`config.mk`:
```
export PLATFORM = sky130hd
export DESIGN_NAME = pcbd_top
export DESIGN_NICKNAME = d
export VERILOG_FILES = /design/src/pcbd_pkg.sv /design/src/pcbd_tx_ser.sv /design/src/pcbd_link_hs.sv /design/src/pcbd_top.sv
export SDC_FILE = /design/constraint.sdc
export NUM_CORES = 1
export LEC_CHECK = 0
export ABC_AREA = 1
export BUFFER_PORTS_ARGS = -buffer_cell sky130_fd_sc_hd__buf_2
export CAP_MARGIN = 20
export CELL_PAD_IN_SITES_DETAIL_PLACEMENT = 2
export CELL_PAD_IN_SITES_GLOBAL_PLACEMENT = 2
export CORE_MARGIN = 2
export CORE_UTILIZATION = 30
export CTS_CLUSTER_DIAMETER = 60
export CTS_CLUSTER_SIZE = 24
export DETAILED_ROUTE_END_ITERATION = 8
export PLACE_DENSITY_LB_ADDON = 0.12
export SLEW_MARGIN = 20
export SYNTH_ARGS = -nofsm -noshare
export SYNTH_HDL_FRONTEND = slang
export SYNTH_HIERARCHICAL = 1
export SYNTH_SLANG_ARGS = --single-unit
```
`constraint.sdc`:
```
create_clock -name mclk -period 1.7 [get_ports mclk]
set_input_delay 0.255 -clock mclk [delete_from_list [all_inputs] [get_ports mclk]]
set_output_delay 0.255 -clock mclk [all_outputs]
set_load 0.1 [all_outputs]
```
`src/pcbd_pkg.sv`:
```
// Notes on behaviour
// - Drive 24-bit address bus; float it when not bus master.
// - Data moves on a 16-bit bidirectional bus, floated when idle.
// - Only in DMA: make low-byte parity on writes, check it on reads.
// - Drive address strobe low once a valid DMA address is on the bus.
// - Write strobe is input on CPU access, output on DMA writes; the code also drives it, held high, on DMA reads.
// - Assert bus request whenever buses are needed for DMA.
// - Propagated grant output feeds next lower-priority controller's grant input.
// - Grant low means buses granted; floating outputs become active drivers.
// - Assert request-to-send when ready to transmit; hold it while link up.
// - Do not bring the link up before clear-to-send is asserted.
// - Under register select: strobes and six address lines are inputs, ready output.
// - Transmit link data serially on one line.
// - Register selection decoded from address lines one through six.
// - Strap low selects 8-bit bus, high selects 16-bit bus.
package pcbd_pkg;

    localparam int PCBD_AW = 24;
    localparam int PCBD_DW = 16;
    localparam int PCBD_RAW = 6;
    localparam logic [1:0] PCBD_STROBE_CYC = 2'h1;
    localparam int PCBD_TX_BITS = 8;
    localparam logic [3:0] PCBD_TX_LAST = 4'h7;
    localparam logic [PCBD_AW-1:0] PCBD_ADDR_RST = 24'h00_0000;
    localparam logic [PCBD_DW-1:0] PCBD_DATA_RST = 16'h0000;

    typedef enum logic [2:0] {
        PCBD_IDLE,
        PCBD_REQ,
        PCBD_ADDR,
        PCBD_XFER,
        PCBD_DONE
    } pcbd_state_t;

    // One DMA transfer order from the protocol engine
    typedef struct packed {
        logic write;
        logic [PCBD_AW-1:0] addr;
        logic [PCBD_DW-1:0] data;
    } pcbd_dma_cmd_t;

    // Result of one DMA transfer
    typedef struct packed {
        logic [PCBD_DW-1:0] data;
        logic parity_err;
    } pcbd_dma_rsp_t;

    // CPU register access seen through the select port
    typedef struct packed {
        logic write;
        logic [PCBD_RAW-1:0] index;
        logic [PCBD_DW-1:0] data;
    } pcbd_reg_acc_t;

    function automatic logic pcbd_odd_par(input logic [7:0] b);
        return ~(^b);
    endfunction

endpackage

```
`src/pcbd_tx_ser.sv`:
```
`timescale 1ns/1ps
module pcbd_tx_ser
    import pcbd_pkg::*;
(
    // Clock and reset
    input wire logic mclk,
    input wire logic rstn,
    // Byte side
    input wire logic tx_valid,
    input wire logic [7:0] tx_byte,
    input wire logic link_up,
    output logic tx_ready,
    // Line
    output logic serial_tx_out
);

    logic [7:0] shreg;
    logic [7:0] next_shreg;
    logic [3:0] cnt;
    logic [3:0] next_cnt;
    logic busy;
    logic next_busy;
    logic line;
    logic next_line;

    always_comb
    begin
        next_shreg = shreg;
        next_cnt = cnt;
        next_busy = busy;
        // Idle line marks high between bytes
        next_line = 1'b1;
        if (busy)
        begin
            next_line = shreg[0];
            next_shreg = {1'b0, shreg[7:1]};
            next_cnt = cnt + 4'h1;
            if (cnt == PCBD_TX_LAST)
                next_busy = 1'b0;
        end
        else if (tx_valid && link_up)
        begin
            next_shreg = tx_byte;
            next_cnt = 4'h0;
            next_busy = 1'b1;
        end
    end

    always_ff @(posedge mclk or negedge rstn)
    begin
        if (!rstn)
        begin
            shreg <= 8'h00;
            cnt <= 4'h0;
            busy <= 1'b0;
            line <= 1'b1;
        end
        else
        begin
            shreg <= next_shreg;
            cnt <= next_cnt;
            busy <= next_busy;
            line <= next_line;
        end
    end

    assign serial_tx_out = line;
    assign tx_ready = ~busy & link_up;

endmodule // pcbd_tx_ser

```
`src/pcbd_link_hs.sv`:
```
`timescale 1ns/1ps
module pcbd_link_hs
    import pcbd_pkg::*;
(
    // Clock and reset
    input wire logic mclk,
    input wire logic rstn,
    // Control
    input wire logic link_enable,
    input wire logic cts_n,
    // Status
    output logic rts_n,
    output logic link_up
);

    logic up;
    logic next_up;
    logic rts;
    logic next_rts;

    always_comb
    begin
        next_rts = link_enable;
        next_up = up;
        if (!link_enable)
            next_up = 1'b0;
        else if (!cts_n)
            next_up = 1'b1;
        else
            // Dropped clear-to-send takes the link down; modem broke its side
            next_up = 1'b0;
    end

    always_ff @(posedge mclk or negedge rstn)
    begin
        if (!rstn)
        begin
            up <= 1'b0;
            rts <= 1'b0;
        end
        else
        begin
            up <= next_up;
            rts <= next_rts;
        end
    end

    assign rts_n = ~rts;
    assign link_up = up;

endmodule // pcbd_link_hs

```
`src/pcbd_top.sv`:
```
`timescale 1ns/1ps
module pcbd_top
    import pcbd_pkg::*;
(
    // Clock and reset
    input wire logic mclk,
    input wire logic rstn,
    // Strap
    input wire logic bus_width_strap,
    // Address bus
    input wire logic [PCBD_AW-1:0] addr_in,
    output logic [PCBD_AW-1:0] addr_out,
    output logic addr_oe_n,
    // Data bus and parity
    input wire logic [PCBD_DW-1:0] data_in,
    output logic [PCBD_DW-1:0] data_out,
    output logic data_oe_n,
    input wire logic low_byte_parity_in,
    output logic low_byte_parity_out,
    output logic low_byte_parity_oe_n,
    // Strobes
    output logic addr_valid_strobe_n,
    output logic addr_valid_strobe_oe_n,
    input wire logic rd_strobe_n_in,
    output logic rd_strobe_n_out,
    output logic rd_strobe_oe_n,
    input wire logic wr_strobe_n_in,
    output logic wr_strobe_n_out,
    output logic wr_strobe_oe_n,
    // Bus arbitration
    output logic bus_request_n,
    input wire logic bus_grant_n,
    output logic grant_chain_out_n,
    // CPU register port
    input wire logic reg_select_n,
    input wire logic bus_ready_n_in,
    output logic bus_ready_n_out,
    output logic bus_ready_oe_n,
    output pcbd_reg_acc_t reg_acc,
    output logic reg_acc_valid,
    input wire logic [PCBD_DW-1:0] reg_rdata,
    // DMA engine side
    input wire logic dma_valid,
    input wire pcbd_dma_cmd_t dma_cmd,
    output logic dma_ready,
    output pcbd_dma_rsp_t dma_rsp,
    output logic dma_rsp_valid,
    // Link side
    input wire logic link_enable,
    input wire logic cts_n,
    output logic rts_n,
    output logic link_up,
    input wire logic tx_valid,
    input wire logic [7:0] tx_byte,
    output logic tx_ready,
    output logic serial_tx_out
);

    ////////////////////////////////////////////////////////////////////////////
    // Strap capture after reset release

    logic wide;
    logic next_wide;
    logic strap_taken;
    logic next_strap_taken;

    always_comb
    begin
        next_strap_taken = 1'b1;
        next_wide = strap_taken ? wide : bus_width_strap;
    end

    always_ff @(posedge mclk or negedge rstn)
    begin
        if (!rstn)
        begin
            wide <= 1'b0;
            strap_taken <= 1'b0;
        end
        else
        begin
            wide <= next_wide;
            strap_taken <= next_strap_taken;
        end
    end

    ////////////////////////////////////////////////////////////////////////////
    // DMA master sequencer

    pcbd_state_t st;
    pcbd_state_t next_st;
    pcbd_dma_cmd_t cmd;
    pcbd_dma_cmd_t next_cmd;
    logic [1:0] wait_cnt;
    logic [1:0] next_wait_cnt;
    logic req;
    logic next_req;
    logic drive;
    logic next_drive;
    logic as_act;
    logic next_as_act;
    logic wr_act;
    logic next_wr_act;
    logic rd_act;
    logic next_rd_act;
    logic next_chain;
    logic rsp_v;
    logic next_rsp_v;
    pcbd_dma_rsp_t rsp;
    pcbd_dma_rsp_t next_rsp;
    logic [PCBD_DW-1:0] rd_mask;

    // Upper byte is driven as zero in 8-bit mode; reads see it as zero
    assign rd_mask = wide ? 16'hFFFF : 16'h00FF;

    always_comb
    begin
        next_st = st;
        next_cmd = cmd;
        next_wait_cnt = wait_cnt;
        next_req = req;
        next_drive = drive;
        next_as_act = as_act;
        next_wr_act = wr_act;
        next_rd_act = rd_act;
        next_rsp_v = 1'b0;
        next_rsp = rsp;
        // Grant not ours passes straight down the chain
        next_chain = (st == PCBD_IDLE) && !req && !bus_grant_n;
        case (st)
            PCBD_IDLE:
            begin
                if (dma_valid && reg_select_n)
                begin
                    next_cmd = dma_cmd;
                    next_req = 1'b1;
                    next_st = PCBD_REQ;
                end
            end
            PCBD_REQ:
            begin
                if (!bus_grant_n)
                begin
                    next_drive = 1'b1;
                    next_st = PCBD_ADDR;
                end
            end
            PCBD_ADDR:
            begin
                // Address has stood one cycle before the strobe falls
                next_as_act = 1'b1;
                next_wr_act = cmd.write;
                next_rd_act = ~cmd.write;
                next_wait_cnt = PCBD_STROBE_CYC;
                next_st = PCBD_XFER;
            end
            PCBD_XFER:
            begin
                if (wait_cnt != 2'h0)
                    next_wait_cnt = wait_cnt - 2'h1;
                else
                begin
                    next_as_act = 1'b0;
                    next_wr_act = 1'b0;
                    next_rd_act = 1'b0;
                    next_req = 1'b0;
                    next_rsp_v = 1'b1;
                    next_rsp.data = cmd.write ? cmd.data : (data_in & rd_mask);
                    next_rsp.parity_err = !cmd.write &&
                        (low_byte_parity_in != pcbd_odd_par(data_in[7:0]));
                    next_st = PCBD_DONE;
                end
            end
            PCBD_DONE:
            begin
                // Drivers release at once; back to idle only after the arbiter lets go of the grant
                next_drive = 1'b0;
                if (bus_grant_n)
                    next_st = PCBD_IDLE;
            end
            default:
            begin
                next_st = PCBD_IDLE;
            end
        endcase
    end

    always_ff @(posedge mclk or negedge rstn)
    begin
        if (!rstn)
        begin
            st <= PCBD_IDLE;
            cmd <= '0;
            wait_cnt <= 2'h0;
            req <= 1'b0;
            drive <= 1'b0;
            as_act <= 1'b0;
            wr_act <= 1'b0;
            rd_act <= 1'b0;
            rsp_v <= 1'b0;
            rsp <= '0;
        end
        else
        begin
            st <= next_st;
            cmd <= next_cmd;
            wait_cnt <= next_wait_cnt;
            req <= next_req;
            drive <= next_drive;
            as_act <= next_as_act;
            wr_act <= next_wr_act;
            rd_act <= next_rd_act;
            rsp_v <= next_rsp_v;
            rsp <= next_rsp;
        end
    end

    ////////////////////////////////////////////////////////////////////////////
    // CPU register access

    logic cpu_sel;
    logic next_cpu_sel;
    logic acc_v;
    logic next_acc_v;
    pcbd_reg_acc_t acc;
    pcbd_reg_acc_t next_acc;
    logic rdy;
    logic next_rdy;
    logic [PCBD_DW-1:0] cpu_rdata;
    logic [PCBD_DW-1:0] next_cpu_rdata;
    logic cpu_rd_drive;
    logic next_cpu_rd_drive;

    always_comb
    begin
        next_cpu_sel = ~reg_select_n && ~drive;
        next_acc_v = 1'b0;
        next_acc = acc;
        next_rdy = 1'b0;
        next_cpu_rdata = cpu_rdata;
        next_cpu_rd_drive = next_cpu_sel && !rd_strobe_n_in;
        if (next_cpu_sel && (!rd_strobe_n_in || !wr_strobe_n_in) && !rdy)
        begin
            next_acc.write = !wr_strobe_n_in;
            next_acc.index = addr_in[PCBD_RAW:1];
            next_acc.data = data_in & rd_mask;
            next_acc_v = 1'b1;
            next_rdy = 1'b1;
            next_cpu_rdata = reg_rdata & rd_mask;
        end
        else if (rdy && next_cpu_sel && (!rd_strobe_n_in || !wr_strobe_n_in))
            // Ready held until the strobe is released
            next_rdy = 1'b1;
    end

    always_ff @(posedge mclk or negedge rstn)
    begin
        if (!rstn)
        begin
            cpu_sel <= 1'b0;
            acc_v <= 1'b0;
            acc <= '0;
            rdy <= 1'b0;
            cpu_rdata <= PCBD_DATA_RST;
            cpu_rd_drive <= 1'b0;
        end
        else
        begin
            cpu_sel <= next_cpu_sel;
            acc_v <= next_acc_v;
            acc <= next_acc;
            rdy <= next_rdy;
            cpu_rdata <= next_cpu_rdata;
            cpu_rd_drive <= next_cpu_rd_drive;
        end
    end

    ////////////////////////////////////////////////////////////////////////////
    // Pin drivers, all registered

    always_ff @(posedge mclk or negedge rstn)
    begin
        if (!rstn)
        begin
            addr_out <= PCBD_ADDR_RST;
            addr_oe_n <= 1'b1;
            data_out <= PCBD_DATA_RST;
            data_oe_n <= 1'b1;
            low_byte_parity_out <= 1'b0;
            low_byte_parity_oe_n <= 1'b1;
            addr_valid_strobe_n <= 1'b1;
            addr_valid_strobe_oe_n <= 1'b1;
            rd_strobe_n_out <= 1'b1;
            rd_strobe_oe_n <= 1'b1;
            wr_strobe_n_out <= 1'b1;
            wr_strobe_oe_n <= 1'b1;
            bus_request_n <= 1'b1;
            grant_chain_out_n <= 1'b1;
            bus_ready_n_out <= 1'b1;
            bus_ready_oe_n <= 1'b1;
        end
        else
        begin
            addr_out <= cmd.addr;
            addr_oe_n <= ~next_drive;
            // Read data must stand as soon as the bus turns round
            data_out <= next_cpu_rd_drive ? next_cpu_rdata : (cmd.data & rd_mask);
            data_oe_n <= ~((next_drive && next_wr_act) || next_cpu_rd_drive);
            low_byte_parity_out <= pcbd_odd_par(cmd.data[7:0]);
            low_byte_parity_oe_n <= ~(next_drive && next_wr_act);
            addr_valid_strobe_n <= ~next_as_act;
            addr_valid_strobe_oe_n <= ~next_drive;
            rd_strobe_n_out <= ~next_rd_act;
            rd_strobe_oe_n <= ~next_drive;
            wr_strobe_n_out <= ~next_wr_act;
            wr_strobe_oe_n <= ~next_drive;
            bus_request_n <= ~next_req;
            grant_chain_out_n <= ~next_chain;
            bus_ready_n_out <= ~next_rdy;
            bus_ready_oe_n <= ~next_cpu_sel;
        end
    end

    assign reg_acc = acc;
    assign reg_acc_valid = acc_v;
    assign dma_ready = (st == PCBD_IDLE) && !req;
    assign dma_rsp = rsp;
    assign dma_rsp_valid = rsp_v;

    ////////////////////////////////////////////////////////////////////////////
    // Link handshake and serial transmit

    pcbd_link_hs u_link (.mclk(mclk), .rstn(rstn), .link_enable(link_enable), .cts_n(cts_n),
        .rts_n(rts_n), .link_up(link_up));
    pcbd_tx_ser u_tx (.mclk(mclk), .rstn(rstn), .tx_valid(tx_valid), .tx_byte(tx_byte),
        .link_up(link_up), .tx_ready(tx_ready), .serial_tx_out(serial_tx_out));

endmodule // pcbd_top

```
==> flow_summary.toml, run 1 <==
[outcome]
outcome = "finished with violations"
violations = "negative setup slack"

[placed_design]
dp_hpwl_um = 16200
io_buffers = 199
dpl.cell_count = 1239
gp_congestion = 0.722

[worst_setup_path]
crit_path_start_kind = "register"
path_common_cell = "nor2_4"
worstSetupPathType = "reg2out"
end_kind = "output pin"
reg2reg_depth = 6
reg2reg_from = "drive"
cp.required_ns = 1.44
r2r_slack_ns = 0.14
critPathMaxStageDelay_ns = 0.42
worstPathArrival_ns = 1.48
path_cells = "nor2_4 -> inv_2 -> nor2_4 -> inv_2 -> nor2_4 -> buf_12"
worstReg2RegEnd = "data_out[9]"
path_max_fanout = 2
endpoint = "dma_ready"
critPathLaunch = "st[2]"
cp_slowest_cell = "dfrtp_1"

[sta]
setup_ws_ns = -0.0328
finalClockSkew_ns = 0.00946
period_needed_ns = 1.73
worst_pin_slew_ns = 0.532
fmaxAchievable_mhz = 577
fin_crit_sh_pct = 102
finalMaxSlewViolations = 0
rsz0062_at_grt = "true"
finalSetupViolations = 1
hold_viol_final = 0
max_slew_margin_pct = 64.7

[clocking]
cts_max_level = 4
clk_latency_ns = 0.43
ctsLongestPathBuffers = 2
cts_tree = "done"
clkTransAtPathRegs_ns = 0.07
cts_buffers = 17
root_buffer = "clkbuf_16"
numClockSinks = 179

[finish]
seq_area_mm2 = 0.00450
fill_cells = 2625
synthToLayoutAreaGrowth_pct = 28.3
final_net_count = 1066
final_layout_size_suffix_gt1_share_pct = 31.6
multi_input_area_mm2 = 0.00219
layoutNonFillerInstCount = 1279

[detailed_routing]
dr_total_vias = 5642
ant_nets = 0
dr.first_iter.drc_count = 188
drt-total-wl_um = 21500
via_per_inst = 4.41
drc = 0
routedWlPerCell_um = 16.8
first_pass_iters = 4

[hold_path]
hp-class = "in2reg"

[grt]
first_global_vias = 6283
grt_first_pass_wirelength_um = 34000
grt_usage_pct = 18.0
grt-ovfl-total = 0
antenna_found_initial = 3
grt_max_degree = 51

[floorplan]
die_w_um = 158
die_h_um = 158
start_util_pct = 30.3
ios = 219
die_area_mm2 = 0.0248
rows = 56
coreArea_mm2 = 0.0233

[synthesis]
syn_area_mm2 = 0.00708
avgSynthCellArea_um2 = 9.58
yosysWarnings = 6
ys_seq_area_share_pct = 63.5
synth-seq-cells = 179
synthCells = 739
synth.distinct_cells = 33
synth_fp_nets = 859

[job]
cap_violations = 0
[how the worst min path moves through the flow]
stage | startpoint | to | slack, ns | cells past startpoint
floorplan | rstn | addr_out[0] | -0.04 | 0
global placement | rstn | reg_acc[20] | 0.18 | 1
detailed placement | rstn | reg_acc[20] | 0.19 | 1
CTS | addr_in[5] | reg_acc[20] | 0.007 | 3
global route | dma_cmd[12] | cmd[12] | 0.02 | 3
finish | dma_cmd[21] | cmd[21] | 0.03 | 3
[through the flow]
step	utilization, %	TNS, ns	setup WS (ns)	cell area [um^2]	hold slack [ns]
after global routing	38.9	-0.105	-0.105	9080	0.0177
after detailed placement	36.2	0	0.00845	8440	0.188
after CTS	38.9	-0.0967	-0.0967	9070	0.00666
final	38.9	-0.0328	-0.0328	9080	0.0259
after global placement	36.2	0	0.114	8440	0.175
after floorplan	-	0	0.134	7090	-0.0406
[critical path: cells and delay by family, from the launching register on]
family	cells	cell delay (ns)
AND/OR/NAND/NOR	3	0.34
buffers and inverters	3	0.30
flip-flops	1	0.42
[timing repair]
action                                  4_1_cts  5_1_grt
pin swaps                                     2        2
endpoints found under the hold margin        29        0
gates resized for setup                       5        1
endpoints found under the setup margin       13        4
hold buffers                                  3        0
buffers inserted                              4        0
[flip-flops by register name, indices dropped and copies added (netlist names), 2 cells and up]
| name | cells |
|---|---|
| cpu_rdata | 16 |
| u_tx/shreg | 8 |
| dma_rsp | 17 |
| reg_acc | 23 |
| cmd | 41 |
| u_tx/cnt | 4 |
| st | 3 |
| addr_out | 24 |
| wait_cnt | 2 |
| data_out | 16 |
[routing by layer]
metal	global-route usage, %	share of wire, %
met3	4.95	6.1
met5	0	0.11
met2	31.1	50
met4	5.15	1.3
met1	22.1	43
[synth_stat cells]
| library cell | n | share of area, % |
|---|---|---|
| o21ai_2 | 18 | 2.2 |
| o21ai_0 | 23 | 1.6 |
| clkinv_1 | 1 | 0.053 |
| o2111ai_1 | 1 | 0.12 |
| buf_6 | 11 | 1.8 |
| inv_1 | 40 | 2.1 |
| a21oi_2 | 2 | 0.25 |
| nand3_1 | 28 | 2.0 |
| nand3b_1 | 1 | 0.11 |
| inv_2 | 6 | 0.32 |
| dfrtp_1 | 168 | 59 |
| conb_1 | 1 | 0.053 |
| clkbuf_1 | 4 | 0.21 |
| a31oi_1 | 8 | 0.71 |
| nor3_1 | 1 | 0.071 |
| ha_1 | 2 | 0.35 |
| xnor2_1 | 6 | 0.74 |
| nand3_2 | 1 | 0.14 |
| xor2_1 | 2 | 0.25 |
| buf_2 | 6 | 0.42 |
| nor2_4 | 3 | 0.48 |
| a21oi_1 | 1 | 0.071 |
| buf_4 | 10 | 1.1 |
| o22ai_2 | 1 | 0.18 |
| nand2_2 | 1 | 0.088 |
| nor2_2 | 5 | 0.44 |
| or2_2 | 2 | 0.18 |
| o21ai_1 | 16 | 1.1 |
| nor2_8 | 1 | 0.28 |
| nor2_1 | 20 | 1.1 |
| dfstp_2 | 11 | 4.1 |
| mux2_2 | 1 | 0.16 |
| nand2_1 | 337 | 18 |
[cell families (layout without fill, tap and decap cells)]
kind of cell               count (synthesis)  after routing  share of synthesized area, %
DFF                                      179            179                          63.5
xor gates and xnor gates                   8              8                         0.990
adders and majority gates                  2              2                         0.354
muxes                                      1              1                         0.159
buffers and inverters                     78            298                          5.94
other                                      1              2                        0.0530
and+or+nand+nor                          400            400                          22.7
AOI/OAI and AO/OA                         70             70                          6.31
[cells in the final DEF (no fill, tap or decap), types with 3 or more instances in the layout]
| cell type | n |
|---|---|
| inv_1 | 40 |
| clkbuf_8 | 3 |
| dfrtp_2 | 3 |
| nor2_1 | 18 |
| nand3_1 | 28 |
| nor2_4 | 7 |
| clkinv_4 | 6 |
| inv_2 | 5 |
| dfrtp_1 | 165 |
| nor2_2 | 3 |
| dlygate4sd3_1 | 3 |
| nand2_1 | 337 |
| clkbuf_16 | 17 |
| o21ai_0 | 23 |
| buf_4 | 11 |
| buf_12 | 7 |
| buf_2 | 196 |
| xnor2_1 | 6 |
| dfstp_2 | 11 |
| o21ai_2 | 18 |
| o21ai_1 | 16 |
| a31oi_1 | 8 |
[cell type report]
type                    instances  area share (%)
diodes                          1          0.0276
inverters                      47            1.97
multi-input cells             482            24.1
flip-flops and latches        179            49.5
clock buffers                  21            5.07
well taps                     319            4.40
clock inverters                11            1.06
repair buffers                219            13.9
Power of run 1 is left out: the tool's default activity adds up to more than one toggle a clock period on the data nets, which glitch-free logic cannot reach.
==> inputs of run 2 (changes only) <==
--- a/config.mk
+++ b/config.mk
@@ -8,10 +8,8 @@
 export ABC_AREA = 1
 export BUFFER_PORTS_ARGS = -buffer_cell sky130_fd_sc_hd__buf_2
 export CAP_MARGIN = 20
-export CELL_PAD_IN_SITES_DETAIL_PLACEMENT = 2
-export CELL_PAD_IN_SITES_GLOBAL_PLACEMENT = 2
 export CORE_MARGIN = 2
-export CORE_UTILIZATION = 30
+export CORE_UTILIZATION = 51
 export CTS_CLUSTER_DIAMETER = 60
 export CTS_CLUSTER_SIZE = 24
 export DETAILED_ROUTE_END_ITERATION = 8
==> flow_summary.toml, run 2 (same netlist as run 1, synthesis figures left out) <==
[floorplan]
start_util_pct = 51.6
die_area_mm2 = 0.0148
die_w_um = 122
coreArea_mm2 = 0.0137
ios = 219
die_h_um = 122
rows = 43

[finish]
largest_register_ffs = 41
final_common_cell = "nand2_1"
final_cell_mix = "nand2_1 (337), buf_2 (197), dfrtp_1 (167)"
synthToLayoutAreaGrowth_pct = 25.9
fill_cells = 1149
largest_register = "cmd"
seq_area_mm2 = 0.00449
final_layout_size_suffix_gt1_share_pct = 31.4
final_net_count = 1067
multi_input_area_mm2 = 0.00218

[placed_design]
dp_hpwl_um = 11700
io_buffers = 199
gp_congestion = 0.792

[detailed_routing]
dr.first_iter.drc_count = 367
routedWlPerCell_um = 14.2
first_pass_iters = 5
ant_nets = 0
drt-total-wl_um = 16200
via_per_inst = 4.80
dr_total_vias = 5475
drc = 0

[hold_path]
hp-class = "in2reg"
worstHoldStart = "wr_strobe_n_in"

[grt]
grt_usage_pct = 23.0
grt_max_degree = 52
grt_first_pass_wirelength_um = 26100
first_global_vias = 5332
antenna_found_initial = 1
grt-ovfl-total = 0

[worst_setup_path]
crit_path_start_kind = "register"
r2r_slack_ns = 0.14
cp.required_ns = 1.44
reg2reg_from = "drive"
path_buf_inv = 3
path_common_cell = "nor2_4"
worstPathArrival_ns = 1.52
critPathTopFamily = "flip-flops"
critPathMaxStageDelay_ns = 0.39
path_cells = "nor2_2 -> inv_2 -> nor2_4 -> inv_4 -> nor2_4 -> buf_12"
critPathLaunch = "st[2]"
end_kind = "output pin"
path_max_fanout = 2
worstSetupPathType = "reg2out"
cp_slowest_cell = "dfrtp_1"

[sta]
finalClockSkew_ns = 0.00699
worst_pin_slew_ns = 0.696
setup_ws_ns = -0.0705
finalSetupTns_ns = -0.0705
rsz0062_at_grt = "true"
period_needed_ns = 1.77
max_slew_margin_pct = 53.6
fin_crit_sh_pct = 104
finalMaxSlewViolations = 0
fmaxAchievable_mhz = 565
hold_slack_ns = 0.0247
finalSetupViolations = 1
hold_viol_final = 0

[outcome]
outcome = "finished with violations"
violations = "negative setup slack"

[clocking]
ctsLongestPathBuffers = 2
cts_buffers = 17
cts_tree = "done"
root_buffer = "clkbuf_16"
clk_latency_ns = 0.42
cts_max_level = 4
numClockSinks = 179
clkTransAtPathRegs_ns = 0.06

[job]
cap_violations = 0
run 2: layout make-up:
cell class	count	area share (%)
diodes	1	0.0281
inverters	47	2.01
repair buffers	220	13.7
flip-flops and latches	179	50.4
clock buffers	23	5.36
clock inverters	9	1.43
well taps	180	2.53
multi-input cells	482	24.5
run 2: path summary, 6_finish.rpt:
path	endpoint	cells past startpoint
worst max-delay path	dma_ready	6
worst min-delay path	reg_acc[22]	2
worst max register to register	reg_acc[13]	7
worst min register to register	addr_out[13]	0
max in group asynchronous	bus_ready_oe_n	3
min in group asynchronous	reg_acc[19]	2
run 2: timing repair:
action / CTS / global route
endpoints found under the hold margin: 39 / 0
setup buffers: 3 / 0
hold buffers: 3 / 0
pin swaps: 1 / 1
gates resized for setup: 2 / 0
endpoints found under the setup margin: 1 / 1
run 2: routing by layer:
metal / vias to the layer above / share of wire [%] / GRT usage, %
li1: 2715 / - / -
met1: 2568 / 44 / 31.1
met2: 178 / 47 / 35.4
met3: 14 / 8.1 / 7.49
met4: 0 / 1.1 / 7.54
met5: - / 0 / 0
run 2: stage by stage:
stage / utilization, % / std cells / worst slack (ns) / area (um^2)
CTS: 64.9 / 1140 / -0.0758 / 8910
global placement: 60.1 / 1102 / 0.139 / 8240
global route: 64.9 / 1140 / -0.131 / 8910
floorplan: - / 739 / 0.134 / 7090
detailed placement: 60.1 / 1102 / 0.0935 / 8240
finish: 64.9 / 1141 / -0.0705 / 8910
run 2: worst register-to-register path, delay by kind of cell (launching register included):
family,cells,cell delay (ns)
and+or+nand+nor,4,0.57
buffers and inverters,2,0.46
AOI/OAI and AO/OA,1,0.05
DFF,1,0.38
Power of run 2 is left out for the same reason.
